`src/pkg/sfc_defines.svh`:
```
// Purpose: Shared constants for the serial flash reset, sleep and identification command logic.
// Assumes: A 25 MHz system clock samples the serial pins.
// Notes: Functional notes follow. Times are in ns; cycle counts derive from them.
// Functional notes
// RULE1: Reset needs arm then execute, in order.
// RULE2: Any other command after arm disarms it.
// RULE3: Execute directly after arm starts software reset.
// RULE4: Mode-bit clear leaves continuous read mode.
// RULE5: Host sends ones on lane 0, eight clocks.
// RULE6: Host sends mode-bit clear after system reset.
// RULE7: Sleep needs select rise right after bit eight.
// RULE8: Sleep state reached within sleep entry time.
// RULE9: Asleep, only wake/ID command is recognised.
// RULE10: Hardware reset always honoured, even while asleep; the code ignores it while the clock enable is low.
// RULE11: Wake needs select high for wake time.
// RULE12: ID, MSB first, falling edge, after 3 dummies.
// RULE13: Beyond ID is undefined; select rise ends read.
// RULE14: Wake/ID ignored while device is busy.
// RULE15: Quad instruction mode uses all four lanes.
// RULE16: Parameter read uses separate address space.
// RULE17: Header at 0000h, table at 0300h, gaps undefined.
// RULE18: Parameter space is read-only to host.
// RULE19: Software reset reloads volatile registers from defaults.
// RULE20: Software reset keeps protect and lock bits.
`ifndef SFC_DEFINES_SVH
`define SFC_DEFINES_SVH

`define SFC_OP_RESET_ARM 8'h66
`define SFC_OP_RESET_EXEC 8'h99
`define SFC_OP_MODE_CLEAR 8'hFF
`define SFC_OP_SLEEP 8'hB9
`define SFC_OP_WAKE_ID 8'hAB
`define SFC_OP_PARAM_READ 8'h5A

`define SFC_INSTR_BITS 5'h08
`define SFC_ADDR_BITS 5'h18
`define SFC_ID_DUMMY_CLKS_SINGLE 5'h18
`define SFC_ID_DUMMY_CLKS_QUAD 5'h06
`define SFC_PARAM_DUMMY_CLKS 5'h08

`define SFC_HDR_BASE 24'h000000
`define SFC_TBL_BASE 24'h000300
`define SFC_UNDEF_BYTE 8'hFF
`define SFC_CFG_RESET 8'h00

`define SFC_CLK_NS 40
`define SFC_SLEEP_ENTRY_NS 3000
`define SFC_WAKE_NS 3000
`define SFC_SLEEP_ENTRY_CYC (`SFC_SLEEP_ENTRY_NS / `SFC_CLK_NS)
`define SFC_WAKE_CYC ((`SFC_WAKE_NS + `SFC_CLK_NS - 1) / `SFC_CLK_NS)

`endif

```
`src/pkg/sfc_pkg.sv`:
```
// Purpose: Types for the serial flash command logic.
// Assumes: Constants live in sfc_defines.svh.
// Notes: Binary state codes are written out.
`default_nettype none
package sfc_pkg;

   typedef enum logic [2:0] {
      SFC_ST_INSTR  = 3'h0,
      SFC_ST_ADDR   = 3'h1,
      SFC_ST_DUMMY  = 3'h2,
      SFC_ST_DATA   = 3'h3,
      SFC_ST_IGNORE = 3'h4
   } sfc_state_t;

   typedef enum logic [1:0] {
      SFC_CMD_NONE  = 2'h0,
      SFC_CMD_ID    = 2'h1,
      SFC_CMD_PARAM = 2'h2
   } sfc_cmd_t;

endpackage
`default_nettype wire
```
`src/hdl/sfc_cmd_top.sv`:
```
// Purpose: Decodes reset, mode clear, sleep, wake/ID and parameter read commands.
// Assumes: Serial clock runs at most one eighth of clk; other commands decode elsewhere.
// Notes: All pins are synchronised, so answers trail the serial edges by a few clk cycles.
`timescale 1ns/1ps
`default_nettype none
`include "sfc_defines.svh"
module sfc_cmd_top #(
   parameter logic [7:0] DEVICE_ID = 8'h5C, // Arbitrary value.
   parameter int SLEEP_ENTRY_CYC = `SFC_SLEEP_ENTRY_CYC,
   parameter int WAKE_CYC = `SFC_WAKE_CYC,
   parameter logic [63:0] HEADER = 64'h5346445006010100,
   parameter logic [127:0] TABLE = 128'h0
) (
   input wire logic clk,
   input wire logic rstn,
   input wire logic ce,
   input wire logic quad_instruction_mode,
   input wire logic busy,
   input wire logic xip_enter,
   input wire logic [7:0] nv_cfg_default,
   input wire logic lock_por_value,
   input wire logic srp_set,
   input wire logic lock_clear,
   input wire logic hw_reset_n_pin,
   input wire logic cs_n_pin,
   input wire logic sck_pin,
   input wire logic [3:0] io_i,
   output logic [3:0] io_o,
   output logic [3:0] io_oe_n,
   output logic soft_reset,
   output logic reset_armed,
   output logic asleep,
   output logic waking,
   output logic xip_active,
   output logic [7:0] cfg_vol,
   output logic volatile_status_protect_bit,
   output logic protection_lock_bit
);
   localparam logic [11:0] SLEEP_CNT = 12'(SLEEP_ENTRY_CYC < 1 ? 1 : SLEEP_ENTRY_CYC);
   localparam logic [11:0] WAKE_CNT = 12'(WAKE_CYC < 1 ? 1 : WAKE_CYC);

   // Advances a bit counter by one lane or four.
   function automatic logic [4:0] adv(input logic [4:0] c, input logic quad);
      adv = quad ? c + 5'h04 : c + 5'h01;
   endfunction

   // Shifts one or four input bits into a shift register, first bit most significant.
   function automatic logic [23:0] shin(input logic [23:0] sh, input logic [3:0] d,
                                        input logic quad);
      shin = quad ? {sh[19:0], d} : {sh[22:0], d[0]};
   endfunction

   logic hw_rst_n_s;
   logic cs_n_s;
   logic sck_s;
   logic [3:0] io_s;
   logic cs_d_q;
   logic sck_d_q;
   logic por;
   logic cs_rise;
   logic cs_fall;
   logic sck_rise;
   logic sck_fall;
   logic quad_w;
   logic [23:0] instr_sh;
   logic [7:0] op_next;
   logic [4:0] cnt_next;
   logic [23:0] addr_sh;
   logic instr_end;
   logic allow_wake;
   logic allow_param;
   logic allow_other;
   logic exec;
   logic [7:0] next_byte;
   logic [7:0] rom_byte;
   logic [7:0] cur_byte;
   logic byte_wrap;
   logic [2:0] ocnt_next;
   logic [7:0] shift_out;

   sfc_pkg::sfc_state_t st_q;
   sfc_pkg::sfc_cmd_t cmd_q;
   logic [7:0] op_q;
   logic [4:0] cnt_q;
   logic [4:0] dummy_q;
   logic [2:0] ocnt_q;
   logic [7:0] out_q;
   logic [23:0] addr_q;
   logic done_q;
   logic had_cmd_q;
   logic entering_q;
   logic [11:0] tmr_q;
   logic reload_q;
   logic por_load_q;

   // Hardware reset, select, clock and data pins cross into clk here.
   sfc_sync #(.W(7), .RST_VAL(7'h60)) u_sync (
      .clk(clk),
      .rstn(rstn),
      .ce(ce),
      .d({hw_reset_n_pin, cs_n_pin, sck_pin, io_i}),
      .q({hw_rst_n_s, cs_n_s, sck_s, io_s})
   );

   sfc_param_rom #(.HEADER(HEADER), .TABLE(TABLE)) u_rom (
      .addr(addr_q),
      .data(rom_byte)
   );

   // While the clock enable is high, a hardware reset acts as a full power-on reset in every state, asleep included. [RULE10]
   assign por = !rstn || (ce && !hw_rst_n_s);

   // Edge detection works on the synchronised copies only.
   assign cs_rise = cs_n_s && !cs_d_q;
   assign cs_fall = !cs_n_s && cs_d_q;
   assign sck_rise = sck_s && !sck_d_q && !cs_n_s;
   assign sck_fall = !sck_s && sck_d_q && !cs_n_s;

   // Quad mode puts instruction and ID on all lanes. [RULE15]
   // In continuous read only lane 0 counts, so the other lanes are ignored. [RULE5]
   assign quad_w = quad_instruction_mode && !xip_active;
   assign instr_sh = shin({16'h0000, op_q}, io_s, quad_w);
   assign op_next = instr_sh[7:0];
   assign cnt_next = adv(cnt_q, quad_w);
   assign addr_sh = shin(addr_q, io_s, quad_w);
   assign instr_end = (st_q == sfc_pkg::SFC_ST_INSTR) && !done_q && (cnt_next == `SFC_INSTR_BITS);

   // Asleep only wake is seen, and busy blocks wake. [RULE9] [RULE14]
   // Continuous read sees only mode clear. [RULE4]
   assign allow_wake = (op_next == `SFC_OP_WAKE_ID) && !busy && !xip_active;
   assign allow_param = (op_next == `SFC_OP_PARAM_READ) && !asleep && !xip_active; // [RULE16]
   assign allow_other = xip_active ? (op_next == `SFC_OP_MODE_CLEAR) : !asleep;

   // A short command executes only when select rises right after bit eight. [RULE7]
   assign exec = cs_rise && (st_q == sfc_pkg::SFC_ST_INSTR) && done_q;

   // Output path: a new byte is fetched whenever the bit counter wraps.
   assign next_byte = (cmd_q == sfc_pkg::SFC_CMD_ID) ? DEVICE_ID : rom_byte;
   assign cur_byte = (ocnt_q == 3'h0) ? next_byte : out_q;
   assign ocnt_next = quad_w ? ocnt_q + 3'h4 : ocnt_q + 3'h1;
   assign byte_wrap = (ocnt_next == 3'h0);
   assign shift_out = quad_w ? {cur_byte[3:0], 4'h0} : {cur_byte[6:0], 1'b0};

   // Pin edge history.
   always_ff @(posedge clk) begin
      if (!rstn) begin
         cs_d_q <= 1'b1;
         sck_d_q <= 1'b0;
      end else if (ce) begin
         cs_d_q <= cs_n_s;
         sck_d_q <= sck_s;
      end
   end

   // Frame sequencer: instruction, address, dummy and data phases.
   always_ff @(posedge clk) begin
      if (por) begin
         st_q <= sfc_pkg::SFC_ST_IGNORE;
         cmd_q <= sfc_pkg::SFC_CMD_NONE;
         op_q <= 8'h00;
         cnt_q <= 5'h00;
         dummy_q <= 5'h00;
         addr_q <= 24'h000000;
         done_q <= 1'b0;
         had_cmd_q <= 1'b0;
      end else if (ce) begin
         if (cs_fall) begin
            st_q <= waking ? sfc_pkg::SFC_ST_IGNORE : sfc_pkg::SFC_ST_INSTR; // [RULE11]
            cmd_q <= sfc_pkg::SFC_CMD_NONE;
            cnt_q <= 5'h00;
            done_q <= 1'b0;
            had_cmd_q <= 1'b0;
         end else if (sck_rise) begin
            case (st_q)
               sfc_pkg::SFC_ST_INSTR: begin
                  op_q <= op_next;
                  cnt_q <= cnt_next;
                  if (done_q) begin
                     st_q <= sfc_pkg::SFC_ST_IGNORE; // Extra clocks cancel a short command. [RULE7]
                  end else if (instr_end) begin
                     had_cmd_q <= !xip_active && !asleep;
                     cnt_q <= 5'h00;
                     if (allow_wake) begin
                        cmd_q <= sfc_pkg::SFC_CMD_ID;
                        st_q <= sfc_pkg::SFC_ST_DUMMY;
                        dummy_q <= quad_w ? `SFC_ID_DUMMY_CLKS_QUAD :
                                   `SFC_ID_DUMMY_CLKS_SINGLE; // [RULE12]
                     end else if (allow_param) begin
                        cmd_q <= sfc_pkg::SFC_CMD_PARAM;
                        st_q <= sfc_pkg::SFC_ST_ADDR;
                     end else if (allow_other && (op_next != `SFC_OP_WAKE_ID)) begin
                        done_q <= 1'b1;
                     end else begin
                        st_q <= sfc_pkg::SFC_ST_IGNORE; // [RULE9] [RULE14]
                     end
                  end
               end
               sfc_pkg::SFC_ST_ADDR: begin
                  addr_q <= addr_sh;
                  cnt_q <= cnt_next;
                  if (cnt_next == `SFC_ADDR_BITS) begin
                     st_q <= sfc_pkg::SFC_ST_DUMMY;
                     dummy_q <= `SFC_PARAM_DUMMY_CLKS;
                  end
               end
               sfc_pkg::SFC_ST_DUMMY: begin
                  dummy_q <= dummy_q - 5'h01;
                  if (dummy_q == 5'h01) begin
                     st_q <= sfc_pkg::SFC_ST_DATA;
                  end
               end
               sfc_pkg::SFC_ST_DATA: begin
                  st_q <= sfc_pkg::SFC_ST_DATA;
               end
               default: begin
                  st_q <= sfc_pkg::SFC_ST_IGNORE;
               end
            endcase
         end else if (sck_fall && (st_q == sfc_pkg::SFC_ST_DATA) && byte_wrap &&
                      (cmd_q == sfc_pkg::SFC_CMD_PARAM)) begin
            addr_q <= addr_q + 24'h000001; // Parameter reads walk forward byte by byte.
         end
      end
   end

   // Read data leaves on falling serial edges, MSB first. [RULE12]
   // The ID simply repeats past its end. [RULE13]
   always_ff @(posedge clk) begin
      if (por) begin
         io_o <= 4'h0;
         io_oe_n <= 4'hF;
         out_q <= 8'h00;
         ocnt_q <= 3'h0;
      end else if (ce) begin
         if (cs_rise || cs_fall) begin
            io_oe_n <= 4'hF; // [RULE13]
            ocnt_q <= 3'h0;
         end else if (sck_fall && (st_q == sfc_pkg::SFC_ST_DATA)) begin
            io_o <= quad_w ? cur_byte[7:4] : {2'b00, cur_byte[7], 1'b0}; // [RULE15]
            io_oe_n <= quad_w ? 4'h0 : 4'hD;
            out_q <= shift_out;
            ocnt_q <= ocnt_next;
         end
      end
   end

   // Reset arming, software reset, continuous read and the sleep/wake timer.
   always_ff @(posedge clk) begin
      if (por) begin
         reset_armed <= 1'b0;
         soft_reset <= 1'b0;
         xip_active <= 1'b0;
         asleep <= 1'b0;
         waking <= 1'b0;
         entering_q <= 1'b0;
         tmr_q <= 12'h000;
      end else if (ce) begin
         soft_reset <= exec && (op_q == `SFC_OP_RESET_EXEC) && reset_armed; // [RULE3] [RULE1]
         if (exec && (op_q == `SFC_OP_RESET_ARM) && had_cmd_q) begin
            reset_armed <= 1'b1; // [RULE1]
         end else if (cs_rise && had_cmd_q) begin
            reset_armed <= 1'b0; // [RULE2]
         end
         if (xip_enter) begin
            xip_active <= 1'b1; // Entry wins over a clear in the same cycle.
         end else if (exec && (op_q == `SFC_OP_MODE_CLEAR)) begin
            xip_active <= 1'b0; // [RULE4]
         end
         if (exec && (op_q == `SFC_OP_SLEEP) && !asleep && !entering_q) begin
            entering_q <= 1'b1; // [RULE7]
            tmr_q <= SLEEP_CNT;
         end else if (cs_rise && asleep && (cmd_q == sfc_pkg::SFC_CMD_ID)) begin
            waking <= 1'b1; // [RULE11]
            tmr_q <= WAKE_CNT;
         end else if (tmr_q != 12'h000) begin
            tmr_q <= tmr_q - 12'h001;
            if (tmr_q == 12'h001) begin
               asleep <= entering_q; // [RULE8]
               entering_q <= 1'b0;
               waking <= 1'b0; // [RULE11]
            end
         end
      end
   end

   // Volatile configuration reloads after power-on or software reset.
   // Protect and lock reload only on power-on, so software reset cannot unlock them.
   always_ff @(posedge clk) begin
      if (por) begin
         cfg_vol <= `SFC_CFG_RESET;
         reload_q <= 1'b1;
         por_load_q <= 1'b1;
         volatile_status_protect_bit <= 1'b0;
         protection_lock_bit <= 1'b0;
      end else if (ce) begin
         reload_q <= soft_reset;
         por_load_q <= 1'b0;
         if (reload_q) begin
            cfg_vol <= nv_cfg_default; // [RULE19]
         end
         if (por_load_q) begin
            protection_lock_bit <= lock_por_value; // [RULE20]
         end else if (lock_clear) begin
            protection_lock_bit <= 1'b0;
         end
         if (srp_set) begin
            volatile_status_protect_bit <= 1'b1; // Software reset never touches this. [RULE20]
         end
      end
   end
endmodule
`default_nettype wire

```
`src/hdl/sfc_param_rom.sv`:
```
// Purpose: Factory-set discoverable parameter space, header and first table.
// Assumes: Contents are fixed at build time through parameters.
// Notes: There is no write path at all, so the host can never alter it.
`timescale 1ns/1ps
`default_nettype none
`include "sfc_defines.svh"
module sfc_param_rom #(
   parameter logic [63:0] HEADER = 64'h5346445006010100,
   parameter logic [127:0] TABLE = 128'h0
) (
   input wire logic [23:0] addr,
   output logic [7:0] data
);
   logic in_hdr;
   logic in_tbl;
   logic [23:0] tbl_off;
   logic [7:0] hdr_byte;
   logic [7:0] tbl_byte;

   // Header spans eight bytes, the table sixteen; all else reads undefined. [RULE17]
   assign tbl_off = addr - `SFC_TBL_BASE;
   assign in_hdr = (addr - `SFC_HDR_BASE) < 24'h000008;
   assign in_tbl = (addr >= `SFC_TBL_BASE) && (tbl_off < 24'h000010);
   assign hdr_byte = HEADER[{3'h7 - addr[2:0], 3'h0} +: 8];
   assign tbl_byte = TABLE[{4'hF - tbl_off[3:0], 3'h0} +: 8];
   assign data = in_hdr ? hdr_byte : (in_tbl ? tbl_byte : `SFC_UNDEF_BYTE); // [RULE18]
endmodule
`default_nettype wire

```
`src/hdl/sfc_sync.sv`:
```
// Purpose: Two-stage synchroniser for pins entering the clock domain.
// Assumes: Inputs are quasi-static relative to clk.
// Notes: Only the second stage is visible outside.
`timescale 1ns/1ps
`default_nettype none
module sfc_sync #(
   parameter int W = 1,
   parameter logic [W-1:0] RST_VAL = '0
) (
   input wire logic clk,
   input wire logic rstn,
   input wire logic ce,
   input wire logic [W-1:0] d,
   output logic [W-1:0] q
);
   logic [W-1:0] meta_q;

   // The first stage feeds the second stage and nothing else.
   always_ff @(posedge clk) begin
      if (!rstn) begin
         meta_q <= RST_VAL;
         q <= RST_VAL;
      end else if (ce) begin
         meta_q <= d;
         q <= meta_q;
      end
   end
endmodule
`default_nettype wire

```
`config.mk`:
```
export PLATFORM = sky130hd
export DESIGN_NAME = sfc_cmd_top
export DESIGN_NICKNAME = d
export VERILOG_FILES = /design/src/pkg/sfc_pkg.sv /design/src/hdl/sfc_cmd_top.sv /design/src/hdl/sfc_param_rom.sv /design/src/hdl/sfc_sync.sv
export VERILOG_INCLUDE_DIRS = /design/src /design/src/pkg
export SDC_FILE = /design/constraint.sdc
export NUM_CORES = 1
export LEC_CHECK = 0
export BUFFER_PORTS_ARGS = -buffer_cell sky130_fd_sc_hd__buf_2
export CORE_MARGIN = 1.5
export CORE_UTILIZATION = 55
export DETAILED_ROUTE_END_ITERATION = 12
export MAX_ROUTING_LAYER = met4
export PLACE_DENSITY = 0.81
export SYNTH_ARGS = -nofsm -noshare
export SYNTH_HDL_FRONTEND = slang
export SYNTH_SLANG_ARGS = --single-unit
```
`constraint.sdc`:
```
create_clock -name clk -period 2 [get_ports clk]
set_input_delay 0.4 -clock clk [delete_from_list [all_inputs] [get_ports clk]]
set_output_delay 0.4 -clock clk [all_outputs]
set_load 0.005 [all_outputs]
```
==> metrics.yaml, run 1 <==
outcome:
  status: "finished, violations left"
  violations: "setup timing"
critical_path:
  crit_start: "ocnt_q[0]"
  cpLargestDelayFamily: "compound AO/OA/AOI/OAI gates"
  timing_worst_setup_path_type: "reg -> reg"
  crit_fanout: 8
  regToRegSetupSlack_ps: -240
  ff2ff_path_depth: 9
  cp_slowest_cell: "o41a_1"
  slowest_delay_ps: 450
  critical_path_cell_count: 9
  crit_buf_inv: 3
  crit_chain: "inv_1 -> ha_4 -> nor3_4 -> a31oi_4 -> o41a_1 -> buf_6 -> buf_16 -> o21ai_2 -> a21oi_1"
  cp.required_ps: 2250
  start_kind: "register"
  crit_arrival_ps: 2490
  end_kind: "register"
  r2r_start: "ocnt_q[0]"
  worst_r2r_endpoint: "addr_q[4]"
  endpoint: "addr_q[4]"
global_routing:
  grt_pass1_vias: 6957
  grt_start_max_net_pins: 34
  antenna_found_initial: 0
  grt_overflow_total: 0
  grt_util_all_layers_pct: 33.34
  grt_pass1_wl_mm: 33.22
sta:
  finalCritPeriodShare_pct: 111.9
  max_slew_margin_pct: 73.33
  rsz0062_at_grt: "true"
  period_minus_slack_ps: 2237
  tightest_slew_ps: 390.0
  setup_slack_ps: -237.3
  hold_ws_ps: 251.8
  drv_slew: 0
  finClkSkew_ps: 15.34
  hold_violations: 0
  setup_viol: 34
  fmax_ghz: 0.4470
die:
  start_util_pct: 56.63
  num_rows: 39
  chipHeight_um: 111.7
  die_area_sq_um: 12470
  pin_count: 47
  core_area_sq_um: 11470
  fp.dieW_um: 111.7
cells_and_area:
  utilization_pct: 77.09
  nNetsFinal: 1040
  area_growth_pct: 36.13
  antenna-diode-count: 0
  postLayoutCellArea_sq_um: 8840
  drive_above_1_share_pct: 34.29
route:
  via_per_inst: 6.630
  wl_per_cell_um: 20.02
  vias: 7638
  wl_mm: 23.06
  drt_iter0_markers: 866
  drc: 0
  ant_nets: 0
  drt_pass1_iterations: 6
power_and_ir_drop:
  power_density_nw_per_um2: 765.7
  power_mw: 6.769
  vdd_drop_max_mv: 1.508
  total_leakage_power_nw: 3.453
placement:
  port_buffers: 46
  dp_slack_ps: -235.6
  hpwlAfterDp_mm: 13.17
  place_area_sq_um: 7665
  gp_congestion: 0.9475
clock_tree:
  cts_tree: "built"
  h-tree-depth: 3
  cts_buffers: 9
  cts_max_path_buffers: 2
  holdBufCountCts: 0
  clk_pin_slew_ps: 70
  cts_root_buf: "clkbuf_16"
  clock-sinks: 111
  insertion_delay_ps: 370
yosys:
  synthDistinctLibCells: 80
  synth_cells: 850
  synth_edf_count: 0
  yosysWarnings: 0
  synth_nets: 886
  synth_area_per_cell_sq_um: 7.640
  ys_seq_elements: 111
  ys.flop_type: "dfxtp_1"
  ys_seq_area_share_pct: 34.22
  async_flop_share_pct: 0
  syn_area_sq_um: 6494
min_path:
  hp-class: "in -> reg"
run:
  cap_viol_max_count: 0
cells in the mapped netlist (4+ instances only):
cell      number  area [sq um]
nand2_1      115         431.7
dfxtp_1      111          2222
a21oi_1       84         420.4
nor2_1        83         311.6
o21ai_0       48         240.2
clkbuf_1      34         127.6
mux2i_1       30         300.3
nand3_1       29         145.1
a211oi_1      22         165.2
nor3_1        22         110.1
nor4_1        20         125.1
inv_1         18         67.56
nor2b_1       16         100.1
a31oi_1       15         93.84
nand4_1       13         81.33
and3_1        12         75.07
ha_1          12         150.1
buf_1          9         33.78
buf_2          9         45.04
a22oi_1        8         60.06
buf_4          8         60.06
o22ai_1        7         43.79
nor4b_1        6         52.55
o211ai_1       6         45.04
or4_1          6         45.04
xnor2_1        6         52.55
a211o_1        5         43.79
a311oi_1       5         43.79
and2_1         5         31.28
a32oi_1        4         35.03
mux2_2         4         45.04
nand2b_1       4         25.02
nor3b_1        4         30.03
o21ai_1        4         20.02
power by group:
group	switching [mW]	internal, mW	total [mW]
logic	1.17	1.15	2.32
registers	0.126	2.36	2.49
clock network	0.860	1.10	1.96
total	2.15	4.61	6.77
worst min path at each step:
| stage | from | to | slack, ps | cells past startpoint |
|---|---|---|---|---|
| finish | hw_reset_n_pin | u_sync.meta_q[6] | 250 | 3 |
| global route | hw_reset_n_pin | u_sync.meta_q[6] | 270 | 3 |
| CTS | hw_reset_n_pin | u_sync.meta_q[6] | 250 | 3 |
| detailed placement | cfg_vol[5] | cfg_vol[5] | 450 | 2 |
| global placement | volatile_status_protect_bit | volatile_status_protect_bit | 440 | 2 |
| floorplan | out_q[6] | out_q[6] | 440 | 2 |
metal layers:
layer	vias up	part of all wire, %	routed length (um)	track usage (%)
li1	3404	-	-	-
met1	3555	37	8430	39.68
met2	521	48	11040	54.35
met3	158	9.9	2276	7.077
met4	0	5.7	1322	14.68
met5	-	0	0	-
timing repair:
action / in CTS / in global routing
gates resized for setup: 69 / 99
setup buffers: 13 / 14
cloned: 4 / 1
hold endpoints to repair: 0 / 0
pin swaps: 36 / 43
endpoints found under the setup margin: 34 / 65
flip-flops by register name, summed over array words and instances (netlist names), 5 cells and up:
name           flops
addr_q            24
tmr_q             12
cfg_vol            8
op_q               8
out_q              7
u_sync.meta_q      7
u_sync.q           7
cnt_q              5
dummy_q            5
metrics by stage:
step	cells	setup TNS, ps
after CTS	1138	-639.4
after global placement	1106	-1655
after detailed placement	1106	-3404
after floorplan	850	-171.8
after global routing	1152	-6895
final	1152	-4572
placed cells by master (no fill, tap or decap), types with 15 or more instances in the layout:
master and instances:
o21ai_2 16, buf_6 17, nand2_1 115, nor2b_1 15, nor2_1 76, buf_4 135
a21oi_1 76, nor3_1 18, dfxtp_1 96, mux2i_1 30, buf_2 46, o21ai_0 22
nand3_1 25
worst min-delay path, cell delays in order:
cell and delay [ps]:
buf_2 80, mux2i_1 50, nand2_1 60
area by class of cell:
class,instances,area [sq um]
multi-input cells,658,4439
inverters,19,71.32
repair buffers,205,1590
well taps,143,178.9
fillers,700,2628
flip-flops and latches,111,2246
clock inverters,5,81.33
clock buffers,11,232.7
kinds of logic (layout without fill, tap and decap cells):
logic type | count (synthesis) | count (layout) | share of synthesized area (%)
AND/OR/NAND/NOR | 361 | 361 | 27.78
AO/OA/AOI/OAI | 244 | 244 | 24.07
flip-flops | 111 | 111 | 34.22
buffers and inverters | 81 | 240 | 5.356
multiplexers | 34 | 34 | 5.318
adder cells (fa/ha/maj) | 12 | 12 | 2.312
XOR/XNOR | 7 | 7 | 0.9441
No activity file was read; power rests on OpenSTA's default activity.
==> run 2, diff against run 1 <==
--- a/config.mk
+++ b/config.mk
@@ -6,7 +6,7 @@
 export SDC_FILE = /design/constraint.sdc
 export NUM_CORES = 1
 export LEC_CHECK = 0
-export BUFFER_PORTS_ARGS = -buffer_cell sky130_fd_sc_hd__buf_2
+export BUFFER_PORTS_ARGS = -buffer_cell sky130_fd_sc_hd__buf_4
 export CORE_MARGIN = 1.5
 export CORE_UTILIZATION = 55
 export DETAILED_ROUTE_END_ITERATION = 12
==> run 2 against run 1 <==
Effect of this change:
- the run still ends with setup timing left
- critical endpoint is now st_q[2]
- flip-flop and latch count stayed put
- clock skew is 0.79 ps higher
- highest routed layer unchanged
- register-to-register slack better by 60 ps
==> metrics.yaml, run 2 (synthesis gave the netlist of run 1 again) <==
route:
  wl_per_cell_um: 18.59
  wl_mm: 21.27
  via_per_inst: 6.351
  drt_pass1_iterations: 6
  drt_iter0_markers: 706
  ant_nets: 0
  drc: 0
  vias: 7265
power_and_ir_drop:
  vdd_drop_max_mv: 1.131
  total_leakage_power_nw: 3.388
  power_mw: 6.733
  power_density_nw_per_um2: 775.2
cells_and_area:
  biggestRegsByFlops: "addr_q x24, tmr_q x12"
  final_cell_mix: "179 x buf_4, 114 x nand2_1, 102 x dfxtp_1, 79 x a21oi_1, 77 x nor2_1"
  fill_cells: 769
  drive_above_1_share_pct: 29.97
  postLayoutCellArea_sq_um: 8686
  final_common_cell: "buf_4"
  antenna-diode-count: 0
  utilization_pct: 75.74
  nNetsFinal: 1032
  largest_reg_flops: 24
  multi_input_area_sq_um: 4299
  regMostFlops: "addr_q"
  seqCellArea_sq_um: 2236
  area_growth_pct: 33.76
  finalNonFillerCells: 1144
sta:
  hold_ws_ps: 253.9
  fmax_ghz: 0.4599
  drv_slew: 0
  finClkSkew_ps: 16.13
  tightest_slew_ps: 569.5
  finalCritPeriodShare_pct: 108.7
  hold_violations: 0
  rsz0062_at_grt: "true"
  period_minus_slack_ps: 2175
  setup_slack_ps: -174.5
  max_slew_margin_pct: 61.63
  setup_tns_ps: -1299
  setup_viol: 22
die:
  die_area_sq_um: 12470
  fp.dieW_um: 111.7
  core_area_sq_um: 11470
  start_util_pct: 56.63
  num_rows: 39
  pin_count: 47
  chipHeight_um: 111.7
critical_path:
  crit_top_cell: "a211o_1"
  cp_slowest_cell: "or4b_4"
  slowest_delay_ps: 460
  timing_worst_setup_path_type: "reg -> reg"
  crit_buf_inv: 1
  start_kind: "register"
  cp.required_ps: 2240
  crit_arrival_ps: 2420
  cpLargestDelayFamily: "compound AO/OA/AOI/OAI gates"
  crit_fanout: 3
  crit_chain: "inv_2 -> ha_4 -> or4b_4 -> a211o_1 -> a211o_1 -> a211oi_2 -> o221ai_2 -> mux2i_1"
  end_kind: "register"
global_routing:
  grt_pass1_vias: 6637
  antenna_found_initial: 0
  met3_usage_pct: 6.696
  grt_util_all_layers_pct: 31.58
  grt_pass1_wl_mm: 31.57
  grt_start_max_net_pins: 37
  gr-max-usage-layer: "met2"
  grtUsageMet1_pct: 37.02
  use_met2_pct: 52.56
  grt_overflow_total: 0
clock_tree:
  cts_tree: "built"
  cts_buffers: 9
  h-tree-depth: 3
  clock-sinks: 111
  insertion_delay_ps: 370
  cts_root_buf: "clkbuf_16"
  cts_max_path_buffers: 2
  clk_pin_slew_ps: 70
run:
  cap_viol_max_count: 0
placement:
  hpwlAfterDp_mm: 13.19
  port_buffers: 46
  placedCellCount: 1105
  gp_congestion: 0.9231
  dp_slack_ps: -183.0
  place_area_sq_um: 7797
outcome:
  status: "finished, violations left"
  violations: "setup timing"
min_path:
  hp-class: "in -> reg"
run 2: cell count changes in the layout (fill, tap and decap cells not counted), sizes merged:
cell      before  now
bufinv         2    1
clkinv         2    1
buf          204  196
clkinvlp       1    2
clkbuf        12   13
run 2: tightest hold or removal path, delay by kind of cell:
family | cells | cell delay (ps)
mux | 1 | 50
buf+inv | 1 | 70
simple gates | 1 | 60
run 2: repair_timing:
action                                 in CTS  in global routing
pin swaps                                  13                 25
endpoints found under the hold margin       0                  0
gates cloned                                1                  2
setup endpoints to repair                  36                 57
buffers inserted                           10                 11
gates resized for setup                    21                 77
hold buffers                                0                  0
run 2: where the power goes:
part           switching [mW]  leakage [nW]  internal (mW)  total [mW]
registers               0.133         0.904           2.36        2.49
clock network           0.867         0.139           1.01        1.88
logic                    1.24          2.34           1.12        2.36
run 2: layout make-up:
cell class	count	share of cell area, %
Tap cell	143	2.060
Sequential cell	111	25.74
Clock buffer	12	2.838
Inverter	19	0.8211
Multi-Input combinational cell	658	49.50
Clock inverter	4	0.6194
Timing Repair Buffer	197	18.42
run 2: final timing paths:
kind	start	to	slack, ps	depth (start not counted)
max	dummy_q[1]	st_q[2]	-170	8
min reg2reg	cfg_vol[4]	cfg_vol[4]	460	2
min	cs_n_pin	u_sync.meta_q[5]	250	3
max reg2reg	dummy_q[1]	st_q[2]	-170	8
run 2: metal layers:
metal  part of all wire [%]  vias up
li1                       -     3410
met1                     39     3379
met2                     49      405
met3                    8.5       71
met4                    3.6        0
met5                      0        -
